--- config.mk ---
export PLATFORM = sky130hd
export DESIGN_NAME = sram_read_port
export DESIGN_NICKNAME = d
export VERILOG_FILES = /design/src/design/sram_port_pkg.sv /design/src/design/word_buf_if.sv /design/src/design/sram_read_port.sv /design/src/design/word_buf2.sv
export VERILOG_INCLUDE_DIRS = /design/src /design/src/design
export SDC_FILE = /design/constraint.sdc
export NUM_CORES = 1
export LEC_CHECK = 0
export ABC_CLOCK_PERIOD_IN_PS = 3610
export BUFFER_PORTS_ARGS = -buffer_cell sky130_fd_sc_hd__buf_2
export CAP_MARGIN = 10
export CORE_UTILIZATION = 48
export CTS_CLUSTER_DIAMETER = 200
export DETAILED_ROUTE_END_ITERATION = 6
export HOLD_SLACK_MARGIN = 0.12
export PLACE_DENSITY = 0.75
export SETUP_SLACK_MARGIN = 0.4
export SYNTH_ARGS = -nofsm -noshare
export SYNTH_HDL_FRONTEND = slang
export SYNTH_SLANG_ARGS = --single-unit
export TNS_END_PERCENT = 100
--- constraint.sdc ---
create_clock -name i_clk -period 3.61 [get_ports i_clk]
set_input_delay 0.722 -clock i_clk [delete_from_list [all_inputs] [get_ports i_clk]]
set_output_delay 0.722 -clock i_clk [all_outputs]
set_load 0.05 [all_outputs]
--- src/design/sram_port_defines.svh ---
`ifndef SRAM_PORT_DEFINES_SVH
`define SRAM_PORT_DEFINES_SVH
// word-width option codes
`define WIDTH_OPT_X8   2'h0
`define WIDTH_OPT_X9   2'h1
`define WIDTH_OPT_X18  2'h2
`define WIDTH_OPT_X36  2'h3
// address bits per option
`define ADDR_BITS_X8   22
`define ADDR_BITS_X18  21
`define ADDR_BITS_X36  20
`define ADDR_W         22
`define DATA_W         36
`define SYNC_STAGES    2
`endif

--- src/design/sram_port_pkg.sv ---
`include "sram_port_defines.svh"
package sram_port_pkg;
    typedef logic [`ADDR_W-1:0] addr_t;
    typedef logic [`DATA_W-1:0] word_t;
    typedef enum logic [1:0] {RD_IDLE, RD_WORD0, RD_WORD1} rd_state_e;
endpackage

--- src/design/word_buf_if.sv ---
`timescale 1ns/100ps
interface word_buf_if;
    import sram_port_pkg::*;
    logic  in_valid;
    logic  in_ready;
    word_t in_data;
    logic  out_valid;
    logic  out_ready;
    word_t out_data;
    modport buf_side (input in_valid, in_data, out_ready,
                      output in_ready, out_valid, out_data);
    modport user_side (output in_valid, in_data, out_ready,
                       input in_ready, out_valid, out_data);
endinterface

--- src/design/sram_read_port.sv ---
// Functional notes
// - read address taken at positive input clock, write address at negative.
// - address width 22, 21 or 20 bits by word-width option.
// - address ignored when that port was deselected at the last positive input clock.
// - read words launched on output clock edges, or input clocks singly.
// - read data outputs released when the read port is deselected.
// - read starts when read select is low at positive input clock.
// - pending read completes; drivers release after next positive launch edge (input clock in single mode).
// - every read returns exactly two words, one after the other.
// - inputs captured at positive input clock; all accesses start there.
// - inputs also captured at negative input clock; launches in single mode.
// - write starts on write select low at positive input clock; both data words ignored when deselected there.
// - write data words sampled on both input clock edges.
`timescale 1ns/100ps
`include "sram_port_defines.svh"
module sram_read_port
    import sram_port_pkg::*;
(
    // clock and reset
    input  wire logic        i_clk,
    input  wire logic        i_rst_b,
    // configuration
    input  wire logic [1:0]  i_width_opt,
    input  wire logic        i_single_clk,
    // pins from controller
    input  wire logic        i_k,
    input  wire logic        i_k_n,
    input  wire logic        i_c,
    input  wire logic        i_c_n,
    input  wire logic [21:0] i_addr,
    input  wire logic        i_read_port_select_n,
    input  wire logic        i_write_port_select_n,
    input  wire logic [35:0] i_wdata,
    // memory array read side
    output logic [21:0]      o_mem_raddr,
    output logic             o_mem_rreq,
    input  wire logic [35:0] i_mem_rdata0,
    input  wire logic [35:0] i_mem_rdata1,
    // write capture toward the array
    output logic [21:0]      o_waddr,
    output logic             o_waddr_valid,
    output logic [35:0]      o_wdata,
    output logic             o_wdata_valid,
    output logic             o_wdata_second,
    // read data pins
    output logic [35:0]      o_q,
    output logic [35:0]      o_q_oe
);
    // ==========================================================
    // input synchronisers
    localparam int NS = 4;
    logic [NS-1:0] s1;
    logic [NS-1:0] s2;
    logic [NS-1:0] s3;
    logic [1:0]    warm;
    logic [21:0]   a1;
    logic [21:0]   a2;
    logic [35:0]   d1;
    logic [35:0]   d2;

    always_ff @(posedge i_clk or negedge i_rst_b) begin
        if (!i_rst_b) begin
            s1 <= '0;
            s2 <= '0;
            s3 <= '0;
            warm <= 2'h0;
            a1 <= '0;
            a2 <= '0;
            d1 <= '0;
            d2 <= '0;
        end else begin
            if (warm != 2'h3) begin
                warm <= warm + 2'h1;
            end
            s1 <= {i_k, i_k_n, i_c, i_c_n};
            s2 <= s1;
            s3 <= s2;
            a1 <= i_addr;
            a2 <= a1;
            d1 <= i_wdata;
            d2 <= d1;
        end
    end

    // rps and wps travel with a1/a2 path
    logic [1:0] ps1;
    logic [1:0] ps2;
    always_ff @(posedge i_clk or negedge i_rst_b) begin
        if (!i_rst_b) begin
            ps1 <= 2'h3;
            ps2 <= 2'h3;
        end else begin
            ps1 <= {i_read_port_select_n, i_write_port_select_n};
            ps2 <= ps1;
        end
    end

    logic k_rise;
    logic kn_rise;
    logic c_rise;
    logic cn_rise;
    // s3 still holds its reset zero for a cycle after s2 has filled, so an
    // idle-high pin would look like a rise: hold detection off until then
    logic armed;
    assign armed   = (warm == 2'h3);
    assign k_rise  = armed && s2[3] && !s3[3];
    assign kn_rise = armed && s2[2] && !s3[2];
    assign c_rise  = armed && s2[1] && !s3[1];
    assign cn_rise = armed && s2[0] && !s3[0];

    // ==========================================================
    // address width
    function automatic logic [21:0] addr_mask(input logic [1:0] opt);
        case (opt)
            `WIDTH_OPT_X8, `WIDTH_OPT_X9: addr_mask = 22'h3FFFFF;
            `WIDTH_OPT_X18:               addr_mask = 22'h1FFFFF;
            default:                      addr_mask = 22'h0FFFFF;
        endcase
    endfunction

    logic [21:0] amask;
    assign amask = addr_mask(i_width_opt);

    // launch edges: output clocks, or input clocks in single mode
    logic launch_p;
    logic launch_n;
    assign launch_p = i_single_clk ? k_rise : c_rise;
    assign launch_n = i_single_clk ? kn_rise : cn_rise;

    // ==========================================================
    // read capture
    logic wr_pend;
    always_ff @(posedge i_clk or negedge i_rst_b) begin
        if (!i_rst_b) begin
            o_mem_raddr <= '0;
            o_mem_rreq  <= 1'b0;
        end else begin
            o_mem_rreq <= 1'b0;
            if (k_rise && !ps2[1]) begin
                o_mem_raddr <= a2 & amask;
                o_mem_rreq  <= 1'b1;
            end
        end
    end

    // ==========================================================
    // write capture
    always_ff @(posedge i_clk or negedge i_rst_b) begin
        if (!i_rst_b) begin
            wr_pend        <= 1'b0;
            o_waddr        <= '0;
            o_waddr_valid  <= 1'b0;
            o_wdata        <= '0;
            o_wdata_valid  <= 1'b0;
            o_wdata_second <= 1'b0;
        end else begin
            o_waddr_valid <= 1'b0;
            o_wdata_valid <= 1'b0;
            if (k_rise) begin
                wr_pend <= !ps2[0];
                if (!ps2[0]) begin
                    o_wdata        <= d2;
                    o_wdata_valid  <= 1'b1;
                    o_wdata_second <= 1'b0;
                end
            end else if (kn_rise && wr_pend) begin
                o_waddr        <= a2 & amask;
                o_waddr_valid  <= 1'b1;
                o_wdata        <= d2;
                o_wdata_valid  <= 1'b1;
                o_wdata_second <= 1'b1;
                wr_pend        <= 1'b0;
            end
        end
    end

    // ==========================================================
    // burst buffer: both words of a read are held until launched
    word_buf_if wb ();
    word_buf2 u_buf (
        .i_clk   (i_clk),
        .i_rst_b (i_rst_b),
        .bus     (wb)
    );

    logic      second_pend;
    word_t     second_word;
    // array answers in the same cycle as the request
    always_ff @(posedge i_clk or negedge i_rst_b) begin
        if (!i_rst_b) begin
            second_pend <= 1'b0;
            second_word <= '0;
        end else begin
            if (o_mem_rreq) begin
                second_pend <= 1'b1;
                second_word <= i_mem_rdata1;
            end else if (second_pend && wb.in_ready) begin
                second_pend <= 1'b0;
            end
        end
    end

    // a new request while the companion waits overwrites that companion: the controller
    // paces reads at one per K period, which always leaves room
    assign wb.in_valid = o_mem_rreq || second_pend;
    assign wb.in_data  = o_mem_rreq ? i_mem_rdata0 : second_word;

    // ==========================================================
    // launch state machine
    rd_state_e state;
    logic      release_pend;

    assign wb.out_ready = (state == RD_WORD0 && launch_n) ||
                          ((state != RD_WORD0) && launch_p);

    always_ff @(posedge i_clk or negedge i_rst_b) begin
        if (!i_rst_b) begin
            state        <= RD_IDLE;
            release_pend <= 1'b0;
            o_q          <= '0;
            o_q_oe       <= '0;
        end else begin
            case (state)
                RD_IDLE: begin
                    if (launch_p && wb.out_valid) begin
                        o_q    <= wb.out_data;
                        o_q_oe <= {36{1'b1}};
                        state  <= RD_WORD0;
                        release_pend <= 1'b0;
                    end else if (launch_p && release_pend) begin
                        o_q_oe       <= '0;
                        release_pend <= 1'b0;
                    end
                end
                RD_WORD0: begin
                    if (launch_n) begin
                        o_q   <= wb.out_data;
                        state <= RD_WORD1;
                    end
                end
                RD_WORD1: begin
                    if (launch_p) begin
                        if (wb.out_valid) begin
                            o_q   <= wb.out_data;
                            state <= RD_WORD0;
                        end else begin
                            o_q_oe <= '0;
                            state  <= RD_IDLE;
                        end
                    end
                end
                default: state <= RD_IDLE;
            endcase
        end
    end
endmodule

--- src/design/word_buf2.sv ---
`timescale 1ns/100ps
module word_buf2
    import sram_port_pkg::*;
(
    input  wire logic      i_clk,
    input  wire logic      i_rst_b,
    word_buf_if.buf_side   bus
);
    word_t     mem [2];
    logic      wr_ptr;
    logic      rd_ptr;
    logic [1:0] count;
    logic      push;
    logic      pop;

    assign bus.in_ready  = (count != 2'h2);
    assign bus.out_valid = (count != 2'h0);
    assign bus.out_data  = mem[rd_ptr];
    assign push = bus.in_valid && bus.in_ready;
    assign pop  = bus.out_valid && bus.out_ready;

    always_ff @(posedge i_clk) begin
        if (push) begin
            mem[wr_ptr] <= bus.in_data;
        end
    end

    always_ff @(posedge i_clk or negedge i_rst_b) begin
        if (!i_rst_b) begin
            wr_ptr <= 1'b0;
            rd_ptr <= 1'b0;
            count  <= 2'h0;
        end else begin
            if (push) begin
                wr_ptr <= ~wr_ptr;
            end
            if (pop) begin
                rd_ptr <= ~rd_ptr;
            end
            count <= count + {1'b0, push} - {1'b0, pop};
        end
    end
endmodule

After elaboration in Yosys (flattened, before gate mapping)
Memories as Yosys holds them, arrays and structs flattened.
Index checks and enable logic that the tools add are counted.
W data, S select, Z words.
- input port bits: 141
- bits in registers: 335
- bits in writable memories: 72
- output and inout port bits: 156
- logic and storage cells: 128
- memories kept: 1
- reductions and logical operators: 40
- muxes and demuxes: 38
- equal/unequal tests: 15
- bitwise operators: 4
- add/sub/neg operators: 3
- memory list (name ; depth ; bits a word ; read ports ; clocked after Yosys merged registers in ; write ports ; RTL line ; source):
    u_buf.mem ; 2 ; 36 ; 1 ; 0 ; 1 ; word_buf2.sv:9 ; word_t mem [2];
- operators with widths (cell ; count):
    $mux W36 ; 12
    $pmux W36 S3 ; 1
    $pmux W36 S2 ; 1
    $pmux W22 S2 ; 1
    $and A22 B22 Y22 ; 1
    $mux W1 ; 19
    $logic_and A1 B1 Y1 ; 17
    $ne A2 B2 Y1 const B ; 7
    $reduce_bool A2 Y1 ; 5
    $eq A2 B2 Y1 const B ; 3
    $logic_not A1 Y1 ; 6
    $mux W2 ; 3
    $pmux W2 S3 ; 1
    $reduce_and A2 Y1 ; 3
    $reduce_and A5 Y1 ; 1
    $eq A2 B1 Y1 const B ; 2
    $logic_not A2 Y1 ; 2
    $ne A2 B1 Y1 const B ; 2
    $reduce_and A4 Y1 ; 1
    $ne A3 B3 Y1 const B ; 1
    $not A1 Y1 ; 3
    $reduce_and A3 Y1 ; 1
    $reduce_bool A3 Y1 ; 1
    $add A2 B1 Y2 ; 1
    other kinds (4) ; 5

Depth between registers and ports, before layout
- word-level depth: 8
- mapped depth: 10
- depth with buffers taken out: 9

Hierarchy
A second synthesis with hierarchy kept.
- cell total of the unflattened synthesis: 831
- area total of the unflattened synthesis: 13265.2 sq um
- modules (own cells, without submodules) (module ; cells an instance ; times used ; sequential area each (sq um) ; area an instance (sq um)):
    sram_read_port ; 702 ; 1 ; 7387.1 ; 10344.9
    word_buf2 ; 129 ; 1 ; 2262.2 ; 2920.3

Worst setup path after synthesis
OpenSTA, ideal clock, no wires.
- kind: register to register
- from: reg o_mem_rreq
- to: mem u_buf.mem[0][0] (netlist bit) (enable)
- arrival: 3495 ps
- required time: 3136 ps
- slack: -359 ps
- buffers on the path: 1
- cell stages (with the launch flop): 4
- period minus slack after synthesis: 3969 ps
- library setup time: 474 ps
- cell sequence: dfrtp_1 clkbuf_1 nor2_1 nor3_1
- cells in the longest elaborated chain, start to end: 4
- ends and longest elaborated chain (element ; RTL line ; source):
    start, declared ; sram_read_port.sv:36 ; output logic o_mem_rreq,
    start signal, assigned ; sram_read_port.sv:136 ; o_mem_rreq <= 1'b0;
    start signal, assigned ; sram_read_port.sv:138 ; o_mem_rreq <= 1'b0;
    start signal, assigned ; sram_read_port.sv:141 ; o_mem_rreq <= 1'b1;
    $logic_or A1 B1 Y1 ; sram_read_port.sv:205 ; assign wb.in_valid = o_mem_rreq || second_pend;
    $logic_and A1 B1 Y1 ; word_buf2.sv:19 ; assign push = bus.in_valid && bus.in_ready;
    $mux W1 ; word_buf2.sv:23 ; if (push) begin
    $mux W1 (implied by the code) ; word_buf2.sv:24 ; mem[wr_ptr] <= bus.in_data;
    end, declared ; word_buf2.sv:9 ;
No other way between the ends.

Worst setup path in the final report
- from: reg warm[0]
- to: reg o_q[4]
- cells in the longest elaborated chain, start to end: 7
- elaborated cells on any way between the ends: 16
- classes of those cells: eq/ne: 4; mux: 2; reduce/logical: 10
- ends and longest elaborated chain (element ; RTL line ; source):
    start, declared ; sram_read_port.sv:55 ; logic [1:0] warm;
    start signal, assigned ; sram_read_port.sv:73 ; warm <= warm + 2'h1;
    $eq A2 B2 Y1 (*) ; sram_read_port.sv:105 ; assign armed = (warm == 2'h3);
    $logic_and A1 B1 Y1 (on tied branches) (2 in series) ; sram_read_port.sv:108, sram_read_port.sv:106 ;
    $mux W1 ; sram_read_port.sv:127 ; assign launch_p = i_single_clk ? k_rise : c_rise;
    $logic_and A1 B1 Y1 ; sram_read_port.sv:225 ; if (launch_p && wb.out_valid) begin
    $ne A2 B2 Y1 (no source line) ; n/a ;
    $reduce_and A5 Y1 (no source line) (*) ; n/a ;
    end signal, assigned ; sram_read_port.sv:226 ; o_q <= wb.out_data;
    end signal, assigned ; sram_read_port.sv:237 ; o_q <= wb.out_data;
    end signal, assigned ; sram_read_port.sv:244 ; o_q <= wb.out_data;
    end, declared ; sram_read_port.sv:46 ; output logic [35:0] o_q,
Every way passes the cells marked *; elsewhere a longest branch is shown, timed or not.
A chain may end at the register's enable or synchronous reset.

==> key figures <==
Setup path
  • Setup CP Type: flop to flop
  • Worst Path Arrival: 2.86 ns
  • Critical path required time: 3.98 ns
  • Crit path max fanout: 36
  • Reg-to-Reg End: o_q[4]
  • Reg2Reg Setup Slack: 1.12 ns
  • Highest cell delay on the worst timing path: 0.57 ns
  • Crit. End Element: flop
  • CP Launch Type: flop
  • Critical-path cell list: ha_1 > and4bb_4 > a31o_4 > a22oi_4 > buf_4 > mux2_2
  • Worst Reg2Reg Path Length in Cells: 6
  • Worst r2r src: warm[0]
  • CP max-delay cell: buf_4

Clock tree
  • CTS sink cnt: 371
  • Root buf cell: clkbuf_16
  • Post-CTS Hold Fix Bufs: 0
  • Total CTS buffers: 37
  • Clk buf depth: 3
  • Clock latency on the worst-skew pair: 0.51 ns
  • Clock-pin slew on the worst setup and hold paths: 0.06 ns
  • Resize count post-CTS: 0
  • TritonCTS clock tree: built
  • Setup repair bufs after CTS: 0
  • H-tree depth: 2

GRT
  • Number of global-route vias before repair: 7380
  • Total Routing Usage GR: 17.69%
  • GRT overflow: 0
  • Antenna violations before repair: 3
  • Largest net degree at the start of global routing: 82
  • Global-route wire length before repair: 38.76 mm

Yosys
  • #FFs+latches synth: 371
  • Synth top area share: 56.58%
  • Mux share of post-synthesis cell area: 12.00%
  • Top area cells in the synthesized netlist: dfrtp_1 57%, edfxtp_1 17%, mux2_2 8.5%, nand2_1 6.2%, mux2_4 3.5%
  • Syn avg cell area: 15.08 sq um
  • Post-synth EDFFs: 72
  • XOR/XNOR Fraction of Synth Area: 0.3357%
  • Cell variety after synth: 34
  • Synth Warn #: 0
  • Post-synthesis cell count: 865
  • Main combinational cell family by area after synthesis: multiplexers
  • Synthesized cell area: 0.01305 sq mm
  • Top-count cell post-synth: dfrtp_1
  • Adder-Cell Fraction of Synth Area: 0.2877%
  • Post-synth net total: 1009
  • Async set or reset register ratio after synthesis: 80.59%
  • Synth area leader: dfrtp_1
  • Post-synth top cells: 295 x dfrtp_1, 215 x nand2_1, 99 x mux2_2
  • Top_reg_cell synth: dfrtp_1
  • Simple-Gate Fraction of Synth Area: 8.938%
  • Sequential element share of the synthesized area: 73.96%
  • Complex-gate fraction of the synthesized area: 1.055%

Die
  • Row count: 59
  • Core footprint: 0.02635 sq mm
  • Die Wd: 166.9 microns
  • Top Ports: 297
  • Die area: 0.02784 sq mm
  • Initial Utilization: 49.50%
  • Die height: 166.9 microns

Layout
  • Nets: 1292
  • Area growth syn-to-layout: 22.05%
  • Fill cells: 1985
  • Share of cells above drive strength 1: 42.98%

Placed design
  • GPL Wtd Cong: 0.7875
  • Port bufs: 296
  • Final HPWL DP: 15.65 mm

Power and ir drop
  • Sw frac: 36.21%
  • Power Total: 13.63 mW
  • Seq pwr share: 40.6%
  • LEAKAGE: 7.599 nW
  • Power Density: 855.9 mW/mm^2
  • Comb power frac: 30.8%
  • Int Power: 8.694 mW
  • Clock power share: 28.6%
  • Sw Pwr: 4.935 mW
  • Peak VDD IR: 0.0005505 V

Timing
  • Clock period minus worst slack: 2.488 ns
  • Clock skew: 0.02398 ns
  • RSZ-0062 raised after global routing: no
  • Fin crit share: 68.91%
  • Least-Margin Pin Slew: 0.9176 ns
  • Max-slew violations: 0
  • Setup Viol. Count Final: 0
  • Fin. Hold Viols: 0
  • Relative slew slack: 38.83%
  • Peak Freq: 402.0 MHz
  • Setup TNS: 0 ns

Routing
  • DR vias/cell: 4.733
  • Drt drc: 0
  • Antenna Nets Post-Route: 0
  • TritonRoute pass-1 iters: 4
  • Total number of vias: 7156
  • Routed length per placed instance: 16.12 microns
  • Starting DRT DRC Count: 286
  • Routed WL: 24.37 mm

Min path
  • Worst Hold Class: input port to asynchronous set/reset pin

Outcome
  • Status: complete, no violations

Flow run
  • Max cap viols: 0
==> worst max path at each step <==
| stage | to | cells past startpoint | from |
|---|---|---|---|
| 6_report | o_q[4] | 6 | warm[0] |
| 5_1_grt | o_q[4] | 6 | warm[0] |
| 4_1_cts | o_q[4] | 6 | warm[0] |
| 3_5_place_dp | o_q[4] | 6 | i_single_clk |
| 3_3_place_gp | o_q[4] | 6 | i_single_clk |
| 2_1_floorplan | u_buf.mem[0][0] | 3 | o_mem_rreq |
==> registers in the layout, indices dropped and copies added (netlist names), 2 cells and up <==
register / count
second_word: 36
u_buf.mem: 72
ps1: 2
a2: 22
u_buf.count: 2
ps2: 2
s2: 4
o_wdata: 36
warm: 2
state: 2
a1: 22
o_mem_raddr: 22
s3: 4
d1: 36
d2: 36
o_waddr: 22
s1: 4
o_q: 36
==> cell type report <==
class / instances / area [sq um] / share of cell area, %
Sequential cell: 371 / 9652 / 60.62
Inverter: 4 / 15.01 / 0.09429
Clock buffer: 53 / 1057 / 6.640
Tap cell: 335 / 419.2 / 2.632
Multi-Input combinational cell: 426 / 2970 / 18.65
Antenna cell: 2 / 5.005 / 0.03143
Timing Repair Buffer: 308 / 1607 / 10.09
Clock inverter: 13 / 197.7 / 1.242
==> worst max-delay path: cells and delay by family, from the launching register on <==
family / cells / cell delay, ns
adders and majority gates: 1 / 0.34
buffers and inverters: 1 / 0.57
muxes: 1 / 0.41
AOI/OAI and AO/OA: 2 / 0.39
DFF: 1 / 0.39
and+or+nand+nor: 1 / 0.26
==> through the flow <==
step	hold WS, ns	cell area [sq um]	cells	utilization (%)	setup WS, ns
2_1_floorplan	0.3312	13050	865	-	0.7415
3_3_place_gp	0.3314	14660	1444	55.64	1.044
3_5_place_dp	0.3347	14660	1444	55.64	1.015
4_1_cts	0.2068	15920	1510	60.40	1.097
5_1_grt	0.2080	15920	1511	60.41	0.9825
6_report	0.1685	15920	1512	60.42	1.122
==> placed cells by master (no fill, tap or decap), drive strengths merged, types with 2 or more instances in the layout <==
master / count
xor2: 2
buf: 308
inv: 4
o21ai: 10
ha: 3
dfstp: 4
nor2: 6
bufinv: 5
nand2: 215
nor3: 2
a21oi: 2
clkinv: 8
clkbuf: 53
a31o: 2
diode: 2
and4bb: 2
dfrtp: 295
mux2: 129
nand2b: 39
edfxtp: 72
nor2b: 4
xnor2: 3
==> layer usage <==
layer	part of all wire, %	track usage, %	wire (microns)
met1	43	22.86	10410
met3	7.1	5.062	1731
met2	47	28.65	11570
met5	0.053	0	13
met4	2.6	6.200	640
==> power groups by stage <==
stage / clock network, mW / registers [mW] / logic, mW
2_1_floorplan: 0 / 6.95 / 2.03
3_3_place_gp: 0 / 5.58 / 4.17
3_5_place_dp: 0 / 5.60 / 4.23
4_1_cts: 3.99 / 5.54 / 4.25
5_1_grt: 4.14 / 5.63 / 4.42
6_report: 3.89 / 5.53 / 4.20
==> logic make-up after synthesis <==
family / count (synthesis)
AOI/OAI and AO/OA: 18
xor gates and xnor gates: 5
adders and majority gates: 3
buffers and inverters: 68
DFF: 371
muxes: 129
and+or+nand+nor: 271
(Power assumes the default switching activity.)
